<file path="config.mk">
export PLATFORM = sky130hd
export DESIGN_NAME = cti_top
export DESIGN_NICKNAME = d
export VERILOG_FILES = /design/src/pkg/cti_pkg.sv /design/src/design/cti_top.sv /design/src/design/cti_sync.sv /design/src/design/cti_bank.sv
export SDC_FILE = /design/constraint.sdc
export NUM_CORES = 1
export LEC_CHECK = 0
export BUFFER_PORTS_ARGS = -buffer_cell sky130_fd_sc_hd__buf_2
export CELL_PAD_IN_SITES_DETAIL_PLACEMENT = 0
export CELL_PAD_IN_SITES_GLOBAL_PLACEMENT = 2
export CORE_ASPECT_RATIO = 0.5
export CORE_MARGIN = 4
export CORE_UTILIZATION = 44
export CTS_BUF_LIST = sky130_fd_sc_hd__clkbuf_4 sky130_fd_sc_hd__clkbuf_8
export DETAILED_ROUTE_END_ITERATION = 10
export HOLD_SLACK_MARGIN = 0.12
export PLACE_DENSITY = 0.86
export SYNTH_ARGS = -nofsm -noshare
export SYNTH_HDL_FRONTEND = slang
export SYNTH_SLANG_ARGS = --single-unit
export TNS_END_PERCENT = 50
</file>
<file path="constraint.sdc">
create_clock -name pclk -period 3.75 [get_ports pclk]
set_clock_uncertainty 0.15 [all_clocks]
set_input_delay 0.375 -clock pclk [delete_from_list [all_inputs] [get_ports pclk]]
set_output_delay 0.375 -clock pclk [all_outputs]
set_load 0.01 [all_outputs]
</file>
<file path="src/pkg/cti_pkg.sv">
// constants and types for the cascaded three-bank interrupt controller
package cti_pkg;
  localparam int NBANK = 3;
  localparam int NLINE = 8;
  localparam int NVEC = 25;
  localparam int NSYNC = 20;
  localparam int NEXT = 13;
  // apb byte offsets; the vector range is given as word indices (paddr[7:2])
  localparam logic [7:0] OFF_CTRL = 8'h00;
  localparam logic [7:0] OFF_PEND = 8'h04;
  localparam logic [7:0] OFF_INSVC = 8'h08;
  localparam logic [7:0] OFF_BANK = 8'h10;
  localparam logic [7:0] BANK_STRIDE = 8'h10;
  localparam logic [7:0] REG_MASK = 8'h00;
  localparam logic [7:0] REG_SLAVE = 8'h04;
  localparam logic [7:0] REG_IW2 = 8'h08;
  localparam logic [7:0] REG_EOI = 8'h0C;
  localparam logic [5:0] VEC_FIRST_WORD = 6'h10;
  localparam logic [5:0] VEC_LAST_WORD = 6'h28;
  // control register fields
  localparam int CTRL_MODE_LSB = 0;
  localparam int CTRL_DMA_BIT = 2;
  localparam logic [2:0] CTRL_RESET = 3'h0;
  localparam logic [1:0] MODE_REQ_ONLY = 2'h0;
  localparam logic [1:0] MODE_TMR_ONLY = 2'h1;
  localparam logic [1:0] MODE_TMR_REQ = 2'h2;
  // interrupt structure
  localparam logic [2:0] CASC_LINE = 3'h2;
  localparam logic [4:0] DEF_IDX = 5'h07;
  localparam logic [4:0] P15_IDX = 5'h18;
  localparam logic [4:0] T3_IDX = 5'h00;
  localparam logic [4:0] T0_IDX = 5'h08;
  localparam logic [7:0] FIRST_BYTE = 8'h00;
  localparam logic [7:0] VEC_RESET = 8'h00;
  typedef enum logic [1:0] {
    CS_IDLE,
    CS_FIRST,
    CS_GAP,
    CS_SECOND
  } cti_state_t;
endpackage

</file>
<file path="src/design/cti_top.sv">
// cascaded three-bank interrupt controller with apb registers
// ----------------------------------------
// ----------------------------------------
`timescale 1ns/10ps
`default_nettype none
module cti_top (
  input wire logic pclk,
  input wire logic presetn,
  input wire logic psel,
  input wire logic penable,
  input wire logic pwrite,
  input wire logic [7:0] paddr,
  input wire logic [31:0] pwdata,
  output logic [31:0] prdata,
  output logic pready,
  output logic pslverr,
  input wire logic [cti_pkg::NEXT-1:0] ext_req_n,
  input wire logic shared_request_timer_pin_i,
  output logic shared_request_timer_pin_o,
  output logic shared_request_timer_pin_oe,
  input wire logic shared_request_dma_pin_n,
  output logic dma_request_ch_four,
  input wire logic second_timer_output,
  input wire logic timer0_out,
  input wire logic timer3_out,
  input wire logic dma_chain_req,
  input wire logic dma_tc_req,
  input wire logic m_io_n,
  input wire logic d_c_n,
  input wire logic w_r_n,
  input wire logic ads_n,
  input wire logic ready_n,
  output logic [7:0] data_out,
  output logic data_oe,
  output logic int_out
);
  import cti_pkg::*;

  // ----------------------------------------
  // pin synchronisers
  // ----------------------------------------
  logic [NSYNC-1:0] s;
  logic [NEXT-1:0] s_ext;
  logic s_pin3, s_pin9, s_mio, s_dc, s_wr, s_ads, s_rdy;

  cti_sync #(.W(NSYNC), .INIT('1)) u_sync (
    .pclk(pclk),
    .presetn(presetn),
    .d({ready_n, ads_n, w_r_n, d_c_n, m_io_n,
        shared_request_dma_pin_n, shared_request_timer_pin_i,
        ext_req_n}),
    .q(s)
  );
  assign s_ext = s[12:0];
  assign s_pin3 = s[13];
  assign s_pin9 = s[14];
  assign s_mio = s[15];
  assign s_dc = s[16];
  assign s_wr = s[17];
  assign s_ads = s[18];
  assign s_rdy = s[19];

  // ----------------------------------------
  // state
  // ----------------------------------------
  logic [2:0] ctrl_q, ctrl_d;
  logic [7:0] vec_q [NVEC];
  logic [7:0] vec_d [NVEC];
  logic [7:0] iw2_q [NBANK];
  logic [7:0] iw2_d [NBANK];
  logic [1:0] iw2_last_q, iw2_last_d;
  logic p15_q, p15_d;
  logic t0_prev_q, t3_prev_q, t0_req_q, t0_req_d, t3_req_q, t3_req_d;
  logic ads_prev_q;
  cti_state_t state_q, state_d;
  logic [4:0] idx_q, idx_d;
  logic slave_q, slave_d;
  logic [7:0] data_q, data_d;
  logic oe_q, oe_d, int_q, pin3_oe_q, pin3_oe_d, dmareq_q, dmareq_d;
  logic pready_q, pready_d, pslverr_q, pslverr_d;
  logic [31:0] prdata_q, prdata_d;

  // ----------------------------------------
  // banks
  // ----------------------------------------
  logic [7:0] bk_req [NBANK];
  logic [7:0] bk_mask [NBANK];
  logic [7:0] bk_slave [NBANK];
  logic [7:0] bk_pend [NBANK];
  logic [7:0] bk_insvc [NBANK];
  logic [2:0] bk_sel [NBANK];
  logic [NBANK-1:0] bk_any, bk_ack, res_ack;
  logic [NBANK-1:0] mask_we, slave_we, eoi_we;
  logic pin3_req, pin9_req;

  assign pin3_req = ~s_pin3 & (ctrl_q[1:0] != MODE_TMR_ONLY);
  assign pin9_req = ~s_pin9 & ~ctrl_q[CTRL_DMA_BIT];
  // first bank: 0 tmr3, 1 chain, 2 bank b or 1.5, 3 pin, 4 tc; 5,6,7 unused
  assign bk_req[0] = {3'h0, dma_tc_req, pin3_req,
                      bk_any[1] | p15_q, dma_chain_req, t3_req_q};
  assign bk_req[1] = {~s_ext[4:0], bk_any[2], pin9_req, t0_req_q};
  assign bk_req[2] = ~s_ext[12:5];

  genvar g;
  generate
    for (g = 0; g < NBANK; g++) begin : gen_bank
      cti_bank #(.N(NLINE)) u_bank (
        .pclk(pclk),
        .presetn(presetn),
        .req(bk_req[g]),
        .mask_we(mask_we[g]),
        .slave_we(slave_we[g]),
        .eoi_we(eoi_we[g]),
        .wdata(pwdata[7:0]),
        .ack(bk_ack[g]),
        .mask(bk_mask[g]),
        .slave(bk_slave[g]),
        .pend(bk_pend[g]),
        .insvc(bk_insvc[g]),
        .sel(bk_sel[g]),
        .any(bk_any[g])
      );
    end
  endgenerate

  // ----------------------------------------
  // apb decode
  // ----------------------------------------
  function automatic logic bank_hit(input logic [7:0] a, input int b,
                                    input logic [7:0] r);
    return a == OFF_BANK + 8'(b) * BANK_STRIDE + r;
  endfunction

  logic wr_go, rd_go, vhit;
  logic [5:0] vword;
  logic [4:0] vidx;
  assign wr_go = psel & penable & pready_q & pwrite;
  assign rd_go = psel & penable & pready_q & ~pwrite;
  assign vword = paddr[7:2];
  assign vidx = 5'(vword - VEC_FIRST_WORD);
  assign vhit = (paddr[1:0] == 2'h0) && (vword >= VEC_FIRST_WORD) &&
                (vword <= VEC_LAST_WORD);

  always_comb begin
    ctrl_d = ctrl_q;
    vec_d = vec_q;
    iw2_d = iw2_q;
    iw2_last_d = iw2_last_q;
    p15_d = p15_q;
    mask_we = '0;
    slave_we = '0;
    eoi_we = '0;
    pready_d = psel & penable & ~pready_q;
    prdata_d = prdata_q;
    pslverr_d = 1'b0;
    if (pready_d) begin
      prdata_d = 32'h0000_0000;
      if (paddr == OFF_CTRL) begin
        prdata_d = {29'h0, ctrl_q};
      end else if (paddr == OFF_PEND) begin
        prdata_d = {6'h0, int_q, p15_q, bk_pend[2], bk_pend[1], bk_pend[0]};
      end else if (paddr == OFF_INSVC) begin
        prdata_d = {8'h0, bk_insvc[2], bk_insvc[1], bk_insvc[0]};
      end else if (vhit) begin
        prdata_d = {24'h0, vec_q[vidx]};
      end else begin
        pslverr_d = 1'b1;
      end
      for (int b = 0; b < NBANK; b++) begin
        if (bank_hit(paddr, b, REG_MASK)) begin
          prdata_d = {24'h0, bk_mask[b]};
          pslverr_d = 1'b0;
        end else if (bank_hit(paddr, b, REG_SLAVE)) begin
          prdata_d = {24'h0, bk_slave[b]};
          pslverr_d = 1'b0;
        end else if (bank_hit(paddr, b, REG_IW2)) begin
          prdata_d = {24'h0, iw2_q[b]};
          pslverr_d = 1'b0;
        end else if (bank_hit(paddr, b, REG_EOI)) begin
          pslverr_d = 1'b0;
        end
      end
    end
    // error flag stands only beside pready
    if (rd_go && bank_hit(paddr, 32'(iw2_last_q), REG_IW2)) begin
      p15_d = 1'b0;
    end
    if (wr_go) begin
      if (paddr == OFF_CTRL) begin
        ctrl_d = pwdata[2:0];
      end
      if (vhit) begin
        vec_d[vidx] = pwdata[7:0];
      end
      for (int b = 0; b < NBANK; b++) begin
        mask_we[b] = bank_hit(paddr, b, REG_MASK);
        slave_we[b] = bank_hit(paddr, b, REG_SLAVE);
        eoi_we[b] = bank_hit(paddr, b, REG_EOI);
        if (bank_hit(paddr, b, REG_IW2)) begin
          iw2_d[b] = pwdata[7:0];
          iw2_last_d = 2'(b);
          p15_d = 1'b1;
        end
      end
    end
  end

  // ----------------------------------------
  // acknowledge sequencer
  // ----------------------------------------
  logic ads_fall, ack_start;
  logic [4:0] res_idx;
  logic res_slave;
  assign ads_fall = ~s_ads & ads_prev_q;
  assign ack_start = ads_fall & ~s_mio & ~s_dc & ~s_wr;

  always_comb begin
    res_idx = DEF_IDX;
    res_slave = 1'b0;
    res_ack = '0;
    if (bk_any[0]) begin
      res_ack[0] = 1'b1;
      if (bk_sel[0] != CASC_LINE) begin
        res_idx = {2'h0, bk_sel[0]};
        res_slave = bk_slave[0][bk_sel[0]];
      end else if (p15_q) begin
        res_idx = P15_IDX;
      end else if (bk_any[1]) begin
        res_ack[1] = 1'b1;
        if (bk_sel[1] == CASC_LINE && bk_any[2]) begin
          res_ack[2] = 1'b1;
          res_idx = {2'h2, bk_sel[2]};
          res_slave = bk_slave[2][bk_sel[2]];
        end else begin
          res_idx = {2'h1, bk_sel[1]};
          res_slave = bk_slave[1][bk_sel[1]];
        end
      end
    end
  end

  always_comb begin
    state_d = state_q;
    idx_d = idx_q;
    slave_d = slave_q;
    data_d = data_q;
    oe_d = oe_q;
    bk_ack = '0;
    unique case (state_q)
      CS_IDLE: begin
        if (ack_start) begin
          bk_ack = res_ack;
          idx_d = res_idx;
          slave_d = res_slave;
          data_d = res_slave ? vec_q[res_idx] : FIRST_BYTE;
          oe_d = 1'b1;
          state_d = CS_FIRST;
        end
      end
      CS_FIRST: begin
        if (!s_rdy) begin
          oe_d = 1'b0;
          state_d = CS_GAP;
        end
      end
      CS_GAP: begin
        if (ack_start) begin
          data_d = vec_q[idx_q];
          oe_d = ~slave_q;
          state_d = CS_SECOND;
        end
      end
      CS_SECOND: begin
        if (!s_rdy) begin
          oe_d = 1'b0;
          state_d = CS_IDLE;
        end
      end
    endcase
  end

  // ----------------------------------------
  // timer edge requests and pins
  // ----------------------------------------
  always_comb begin
    t3_req_d = (timer3_out & ~t3_prev_q) |
               (t3_req_q & ~bk_mask[0][0] &
                ~(bk_ack[0] && idx_d == T3_IDX));
    t0_req_d = (timer0_out & ~t0_prev_q) |
               (t0_req_q & ~bk_mask[1][0] &
                ~(bk_ack[1] && idx_d == T0_IDX));
    pin3_oe_d = (ctrl_q[1:0] != MODE_REQ_ONLY) & second_timer_output;
    dmareq_d = ctrl_q[CTRL_DMA_BIT] & s_pin9;
  end

  always_ff @(posedge pclk or negedge presetn) begin
    if (!presetn) begin
      ctrl_q <= CTRL_RESET;
      for (int i = 0; i < NVEC; i++) begin
        vec_q[i] <= VEC_RESET;
      end
      for (int b = 0; b < NBANK; b++) begin
        iw2_q[b] <= VEC_RESET;
      end
      iw2_last_q <= 2'h0;
      p15_q <= 1'b0;
      t0_prev_q <= 1'b0;
      t3_prev_q <= 1'b0;
      t0_req_q <= 1'b0;
      t3_req_q <= 1'b0;
      ads_prev_q <= 1'b1;
      state_q <= CS_IDLE;
      idx_q <= DEF_IDX;
      slave_q <= 1'b0;
      data_q <= FIRST_BYTE;
      oe_q <= 1'b0;
      int_q <= 1'b0;
      pin3_oe_q <= 1'b0;
      dmareq_q <= 1'b0;
      pready_q <= 1'b0;
      pslverr_q <= 1'b0;
      prdata_q <= 32'h0000_0000;
    end else begin
      ctrl_q <= ctrl_d;
      vec_q <= vec_d;
      iw2_q <= iw2_d;
      iw2_last_q <= iw2_last_d;
      p15_q <= p15_d;
      t0_prev_q <= timer0_out;
      t3_prev_q <= timer3_out;
      t0_req_q <= t0_req_d;
      t3_req_q <= t3_req_d;
      ads_prev_q <= s_ads;
      state_q <= state_d;
      idx_q <= idx_d;
      slave_q <= slave_d;
      data_q <= data_d;
      oe_q <= oe_d;
      int_q <= bk_any[0];
      pin3_oe_q <= pin3_oe_d;
      dmareq_q <= dmareq_d;
      pready_q <= pready_d;
      pslverr_q <= pslverr_d;
      prdata_q <= prdata_d;
    end
  end

  // open-drain: pin is only ever pulled low
  assign shared_request_timer_pin_o = 1'b0;
  assign shared_request_timer_pin_oe = pin3_oe_q;
  assign dma_request_ch_four = dmareq_q;
  assign data_out = data_q;
  assign data_oe = oe_q;
  assign int_out = int_q;
  assign prdata = prdata_q;
  assign pready = pready_q;
  assign pslverr = pslverr_q;
endmodule
`default_nettype wire

</file>
<file path="src/design/cti_sync.sv">
// two-flop synchroniser for pin inputs
`timescale 1ns/10ps
`default_nettype none
module cti_sync #(
  parameter int W = 1,
  parameter logic [W-1:0] INIT = '0
) (
  input wire logic pclk,
  input wire logic presetn,
  input wire logic [W-1:0] d,
  output logic [W-1:0] q
);
  logic [W-1:0] meta_q;
  logic [W-1:0] sync_q;

  always_ff @(posedge pclk or negedge presetn) begin
    if (!presetn) begin
      meta_q <= INIT;
      sync_q <= INIT;
    end else begin
      meta_q <= d;
      sync_q <= meta_q;
    end
  end

  assign q = sync_q;
endmodule
`default_nettype wire

</file>
<file path="src/design/cti_bank.sv">
// one interrupt bank: pending, in-service, mask, resolver
`timescale 1ns/10ps
`default_nettype none
module cti_bank #(
  parameter int N = 8
) (
  input wire logic pclk,
  input wire logic presetn,
  input wire logic [N-1:0] req,
  input wire logic mask_we,
  input wire logic slave_we,
  input wire logic eoi_we,
  input wire logic [N-1:0] wdata,
  input wire logic ack,
  output logic [N-1:0] mask,
  output logic [N-1:0] slave,
  output logic [N-1:0] pend,
  output logic [N-1:0] insvc,
  output logic [2:0] sel,
  output logic any
);
  logic [N-1:0] pend_q, pend_d, insvc_q, insvc_d, mask_q, mask_d;
  logic [N-1:0] slave_q, slave_d, elig, set_v;
  logic blk;

  // ----------------------------------------
  // priority resolver
  // ----------------------------------------
  always_comb begin
    blk = 1'b0;
    elig = '0;
    sel = 3'h0;
    for (int i = 0; i < N; i++) begin
      blk = blk | insvc_q[i];
      elig[i] = pend_q[i] & ~mask_q[i] & ~blk;
    end
    for (int i = N - 1; i >= 0; i--) begin
      if (elig[i]) begin
        sel = 3'(i);
      end
    end
    any = |elig;
  end

  // ----------------------------------------
  // register next values
  // ----------------------------------------
  always_comb begin
    set_v = '0;
    if (ack && any) begin
      set_v[sel] = 1'b1;
    end
    pend_d = req & ~mask_q;
    insvc_d = (insvc_q & ~(eoi_we ? wdata : '0)) | set_v;
    mask_d = mask_we ? wdata : mask_q;
    slave_d = slave_we ? wdata : slave_q;
  end

  always_ff @(posedge pclk or negedge presetn) begin
    if (!presetn) begin
      pend_q <= '0;
      insvc_q <= '0;
      mask_q <= '0;
      slave_q <= '0;
    end else begin
      pend_q <= pend_d;
      insvc_q <= insvc_d;
      mask_q <= mask_d;
      slave_q <= slave_d;
    end
  end

  assign mask = mask_q;
  assign slave = slave_q;
  assign pend = pend_q;
  assign insvc = insvc_q;
endmodule
`default_nettype wire

</file>
== Yosys cells after proc, flatten, opt, wreduce, memory -nomap -nowiden ==
Cells that the tools add are included.

* Word-level logic and storage cells: 437
* Register bits after elaboration: 425
* Input port bits: 70

* Equal/unequal tests: 27
* $add $sub $neg: 3
* Bitwise logic cells: 173
* $lt $le $gt $ge: 12
* Multiplexer cells: 127
* Reductions and logical operators: 34

{| class="wikitable"
|+ Operators by type and width
! operator !! number
|-
| 2-to-1 mux 32 bit || 9
|-
| bitwise mux 200 bit || 1
|-
| 2-to-1 mux 8 bit || 17
|-
| binary-select mux 8 bit (select 5 bit) || 3
|-
| 2-to-1 mux 3 bit || 30
|-
| bitwise AND 1 bit || 67
|-
| == test 8 x 6 -> 1 bit, second input constant || 8
|-
| NOT 1 bit || 62
|-
| NOT 8 bit || 7
|-
| 2-to-1 mux 26 bit || 2
|-
| bitwise AND 8 bit || 5
|-
| demux 8 bit (select 5 bit) || 1
|-
| 2-to-1 mux 1 bit || 37
|-
| 2-to-1 mux 5 bit || 7
|-
| == test 8 x 5 -> 1 bit, second input constant || 4
|-
| 2-to-1 mux 24 bit || 1
|-
| bitwise OR 1 bit || 24
|-
| bitwise OR 8 bit || 3
|-
| OR reduction 8 bit || 3
|-
| 2-to-1 mux 2 bit || 10
|-
| greater-or-equal comparator 6 bit, second input constant || 3
|-
| NOT 5 -> 6 bit || 3
|-
| one-hot mux 8 bit (2 select lines) || 1
|-
| AND reduction 2 bit || 7
|-
| other kinds (33) || 61
|}

== Depth between registers and ports, before layout ==
* Depth after elaboration: 31
* Mapped depth: 14
* Mapped depth without buffers: 10

== Cells and area by module ==
A second synthesis with hierarchy kept.

* Cell total of the unflattened synthesis: 1952
* Area, all modules: 23118.4 um^2

{| class="wikitable"
|+ By module, submodules not included
! module !! cells an instance !! area an instance (um^2) !! instances
|-
| cti_top || 1558 || 17897.2 || 1
|-
| cti_bank || 118 || 1390.1 || 3
|-
| cti_sync || 40 || 1051.0 || 1
|}

== Worst setup path before layout ==
Ideal clock, no wire load.

* Path kind: register to register
* Start point: register idx_q[0]
* End point: register data_q[7], in the netlist data_out[7]
* Clock period less this slack: 3.256 ns
* Slack: 0.494 ns
* Path buffers: 3
* Library setup time: 0.125 ns
* Cell stages (with the launch flop): 10
* Required time: 3.475 ns
* Arrival: 2.981 ns
* Path through: dfstp_2 -> clkbuf_1 -> buf_2 -> buf_1 -> mux4_2 -> mux4_2 -> mux2i_1 -> nor2_1 -> a21oi_1 -> o21ai_1

* Longest elaborated chain between the ends: 6

{| class="wikitable"
|+ Ends and longest elaborated chain
! item !! line !! RTL
|-
| from (decl) || cti_top.sv:76 || <nowiki>logic [4:0] idx_q, idx_d;</nowiki>
|-
| from (signal assigned) || cti_top.sv:335 || <nowiki>idx_q <= idx_d;</nowiki>
|-
| NOT 5 -> 6 bit (implied by the code) || cti_top.sv:268 || <nowiki>data_d = vec_q[idx_q];</nowiki>
|-
| binary-select mux 8 bit (select 5 bit) || cti_top.sv:268 ||
|-
| 2-to-1 mux 8 bit (implied by the code) (2 in series) || cti_top.sv:268 ||
|-
| 2-to-1 mux 8 bit || cti_top.sv:267 || <nowiki>if (ack_start) begin</nowiki>
|-
| one-hot mux 8 bit (2 select lines) || cti_top.sv:249 || <nowiki>unique case (state_q)</nowiki>
|-
| to (signal assigned) || cti_top.sv:337 || <nowiki>data_q <= data_d;</nowiki>
|-
| to (decl) || cti_top.sv:78 || <nowiki>logic [7:0] data_q, data_d;</nowiki>
|}

No other way between the ends. The select of a mux whose other input is x is not followed.
A chain may end at the register's enable or synchronous reset.

== Worst setup path after layout ==
* Start point: register gen_bank[1].u_bank.insvc_q[0]
* End point: register data_q[1], in the netlist data_out[1]

* Longest elaborated chain between the ends: 31

{| class="wikitable"
|+ Ends and longest elaborated chain
! item !! line !! RTL
|-
| from (decl) || cti_bank.sv:22 || <nowiki>logic [N-1:0] pend_q, pend_d, insvc_q, insvc_d, mask_q, mask_d;</nowiki>
|-
| from (signal assigned) || cti_bank.sv:67 || <nowiki>insvc_q <= insvc_d;</nowiki>
|-
| bitwise OR 1 bit (7 in series) || cti_bank.sv:34 || <nowiki>blk = blk | insvc_q[i];</nowiki>
|-
| NOT 1 bit || cti_bank.sv:35 || <nowiki>elig[i] = pend_q[i] & ~mask_q[i] & ~blk;</nowiki>
|-
| bitwise AND 1 bit || cti_bank.sv:35 ||
|-
| 2-to-1 mux 3 bit (8 in series) || cti_bank.sv:38 || <nowiki>if (elig[i]) begin</nowiki>
|-
| == test 3 x 2 -> 1 bit || cti_top.sv:230 || <nowiki>if (bk_sel[1] == CASC_LINE && bk_any[2]) begin</nowiki>
|-
| logical AND 1 bit || cti_top.sv:230 ||
|-
| 2-to-1 mux 5 bit || cti_top.sv:230 ||
|-
| 2-to-1 mux 5 bit || cti_top.sv:228 || <nowiki>end else if (bk_any[1]) begin</nowiki>
|-
| 2-to-1 mux 5 bit || cti_top.sv:226 || <nowiki>end else if (p15_q) begin</nowiki>
|-
| 2-to-1 mux 5 bit || cti_top.sv:223 || <nowiki>if (bk_sel[0] != CASC_LINE) begin</nowiki>
|-
| 2-to-1 mux 5 bit || cti_top.sv:221 || <nowiki>if (bk_any[0]) begin</nowiki>
|-
| NOT 5 -> 6 bit (implied by the code) || cti_top.sv:255 || <nowiki>data_d = res_slave ? vec_q[res_idx] : FIRST_BYTE;</nowiki>
|-
| binary-select mux 8 bit (select 5 bit) || cti_top.sv:255 ||
|-
| 2-to-1 mux 8 bit (implied by the code) (2 in series) || cti_top.sv:255 ||
|-
| 2-to-1 mux 8 bit * || cti_top.sv:255 ||
|-
| 2-to-1 mux 8 bit * || cti_top.sv:251 || <nowiki>if (ack_start) begin</nowiki>
|-
| one-hot mux 8 bit (2 select lines) * || cti_top.sv:249 ||
|}

Mark *: on every way between the ends. The rest lies on a longest branch, timed or not. The select of a mux whose other input is x is not followed.

==> flow_summary.yaml <==
synthesis:
  synth_compound_area_frac: 0.1143
  yosys.area_share.simple: 0.09781
  synthCells: 1812
  synthAdderAreaFrac: 0.003402
  synthXorXnorAreaFrac: 0.001588
  synthArstFlopShare: 1.000
  synth_seq_area_share: 0.4743
  syn_area_mm2: 0.02207
  synth-edff-count: 0
  synth.area.mux_share: 0.2789
  synth_warnings: 0
  yosysTopAreaCellShare: 0.4219
  avgSynthCellArea_um2: 12.18
  ys_types: 94
  synth-main-ff-cell: "dfrtp_1"
  synth_top_cells_by_area: "dfrtp_1 (42%), mux2_2 (15%), mux4_2 (11%)"
  ys_seq_elements: 416
  synth_largest_area_cell: "dfrtp_1"
  synth_top_family_by_area: "multiplexers"
die:
  fp.dieW_um: 324.7
  ios: 117
  coreArea_mm2: 0.04907
  die_area_mm2: 0.05401
  start_util: 0.4497
  rows: 57
  die_y_um: 166.4
placement:
  place_congestion: 0.9328
  dp_cells: 2563
  numPortBuffers: 85
  dp_hpwl_mm: 49.39
run:
  cap_violations: 0
layout:
  fin_nets: 2091
  stdcell_count: 2719
  nFillCells: 4296
  layout-drive-gt1-share: 0.4041
  area_growth_pct: 17.38
  final_util: 0.5279
critical_path:
  slowest_stage: "or4_4"
  required_ps: 4170
  cp_slowest_stage_delay_ps: 600
  cp_max_fo: 8
  arrival_ps: 4050
  worstSetupPathType: "reg -> reg"
  endpoint_kind: "flip-flop"
  path_cells: "or4_4, nor3_1, a31o_2, and2_2, o221ai_1, o311ai_2, o31ai_2, buf_12, a221oi_1, buf_4, nand4_1, o21ai_1"
  startpoint_type: "flip-flop"
routing:
  wl_met3_mm: 5.324
  route.detailed.drc: 0
  drt-initial-drc-count: 1662
  m1WireLength_mm: 30.88
  first_pass_iters: 8
  via_per_inst: 6.210
  wl_per_cell_um: 26.37
  wl_met2_mm: 32.96
  top_layer_used: "met5"
  wl_mm: 71.69
  detail-route-antenna-nets: 0
  num_vias: 16884
clock_tree:
  htree_num_levels: 3
  numCtsBuffers: 66
  cts.reportedPaths.clkPinSlew_ps: 70
  clock-sinks: 416
  root_buffer: "clkbuf_8"
  insertion_delay_ps: 640
  cts_tree: "done"
  cts_buffer_depth: 3
grt:
  antenna_found_initial: 4
  grt_pass1_vias: 16972
  grt.overflow.total: 0
  grt_util_all_layers: 0.2633
  grt_max_degree: 89
  grt_pass1_wl_mm: 108.6
timing:
  finalMaxSlewViolations: 0
  post-route-period-util: 0.9684
  rsz0062_at_grt: "yes"
  slew_headroom: 0.3162
  setup_viol: 0
  finalCriticalPeriod_ps: 3632
  max_slew.worst_pin.slew_ps: 1026
  hold_violations: 0
  fmax_mhz: 275.4
power_and_ir_drop:
  p_per_area_mw_per_mm2: 401.4
  ir_drop_mv: 0.2472
  power_mw: 10.40
  leakage_nw: 11.76
hold_path:
  hp-class: "in -> reg"
status:
  outcome: "complete, no violations"
==> critical path: cells and delay by family (launching register included) <==
family,cells,cell delay (ps)
and+or+nand+nor,4,1180
DFF,1,450
AOI/OAI and AO/OA,6,1420
buffers and inverters,2,360
==> where the power goes <==
| group | switching (mW) | internal (mW) | leakage [nW] | total [mW] |
|---|---|---|---|---|
| Combinational | 0.713 | 0.454 | 5.43 | 1.17 |
| Clock | 1.95 | 2.57 | 0.820 | 4.52 |
| Sequential | 0.102 | 4.61 | 5.51 | 4.71 |
| Total | 2.77 | 7.63 | 11.8 | 10.4 |
==> per-layer routing <==
layer / vias to the layer above / GRT usage
met5: - / 0
met4: 2 / 0.09578
met3: 149 / 0.04939
met2: 772 / 0.4170
met1: 8687 / 0.3649
li1: 7274 / -
==> cells in the mapped netlist (25+ instances only) <==
master / n
nor3_1: 26
dfrtp_1: 372
o21ai_0: 81
nor2_1: 85
mux2i_1: 50
a22oi_1: 26
a221oi_1: 25
clkbuf_1: 73
nand2_1: 185
mux4_2: 106
mux2_2: 289
dfstp_2: 44
a21oi_1: 50
nand3_1: 42
==> through the flow <==
stage	instance area (um^2)	TNS, ps	hold slack [ps]	setup WS, ps
after global routing	25900	-8.614	143.2	-8.614
after detailed placement	23990	0	196.9	63.49
after global placement	23990	0	195.6	91.90
after floorplan	22090	0	-70.59	494.5
after CTS	25840	0	135.6	18.81
final	25900	0	179.9	118.4
==> cells by family after synthesis <==
family | Yosys count
AOI/OAI and AO/OA | 350
xor gates and xnor gates | 4
adders and majority gates | 6
buffers and inverters | 143
DFF | 416
muxes | 446
other | 1
and+or+nand+nor | 446
==> path summary, 6_finish.rpt <==
path | slack, ps | cells past startpoint | endpoint | start
worst max-delay path | 120 | 12 | data_out[1]$_DFFE_PN0P_ | gen_bank[1].u_bank.insvc[0]$_DFF_PN0_
worst min register to register | 190 | 0 | u_sync.q[0]$_DFF_PN1_ | u_sync.meta_q[0]$_DFF_PN1_
worst max register to register | 120 | 12 | data_out[1]$_DFFE_PN0P_ | gen_bank[1].u_bank.insvc[0]$_DFF_PN0_
max in group asynchronous | 2300 | 3 | u_sync.q[8]$_DFF_PN1_ | presetn
worst min-delay path | 180 | 3 | pslverr$_DFF_PN0_ | paddr[7]
min in group asynchronous | 240 | 2 | shared_request_timer_pin_oe$_DFF_PN0_ | presetn
==> final cells by class <==
type	instances	area [um^2]	share of cell area
multi-input combinational	1259	11030	0.4257
timing repair buffer	255	1992	0.07690
inverter	17	63.81	0.002464
clock buffer	101	1290	0.04980
sequential	416	10470	0.4042
tap	649	812.0	0.03135
clock inverter	21	245.2	0.009468
antenna	1	2.502	0.00009661
==> cells in the final DEF (no fill, tap or decap), types with 25 or more instances in the layout <==
cell and n:
dfrtp_1 371, mux2_2 289, nand2_1 184, buf_4 124, mux4_2 106, clkbuf_8 85
nor2_1 83, buf_2 83, o21ai_0 80, a21oi_1 50, mux2i_1 50, dfstp_2 43
nand3_1 41, dlygate4sd3_1 31, a22oi_1 26, nor3_1 25, a221oi_1 25
==> registers in the layout, indices dropped and copies added, names as in the netlist, 20 cells and up <==
name                   cells
gen_bank.u_bank.mask      24
u_sync.meta_q             20
gen_bank.u_bank.slave     24
u_sync.q                  20
vec_q                    200
iw2_q                     24
prdata                    26
gen_bank.u_bank.pend      21
gen_bank.u_bank.insvc     24
==> timing repair <==
| action | CTS | global route |
|---|---|---|
| hold buffers | 31 | 0 |
| endpoints found under the setup margin | 0 | 8 |
| setup buffers | 0 | 2 |
| hold endpoints to repair | 110 | 0 |
| resized for setup | 0 | 10 |
Power figures use the tool's default switching activity.
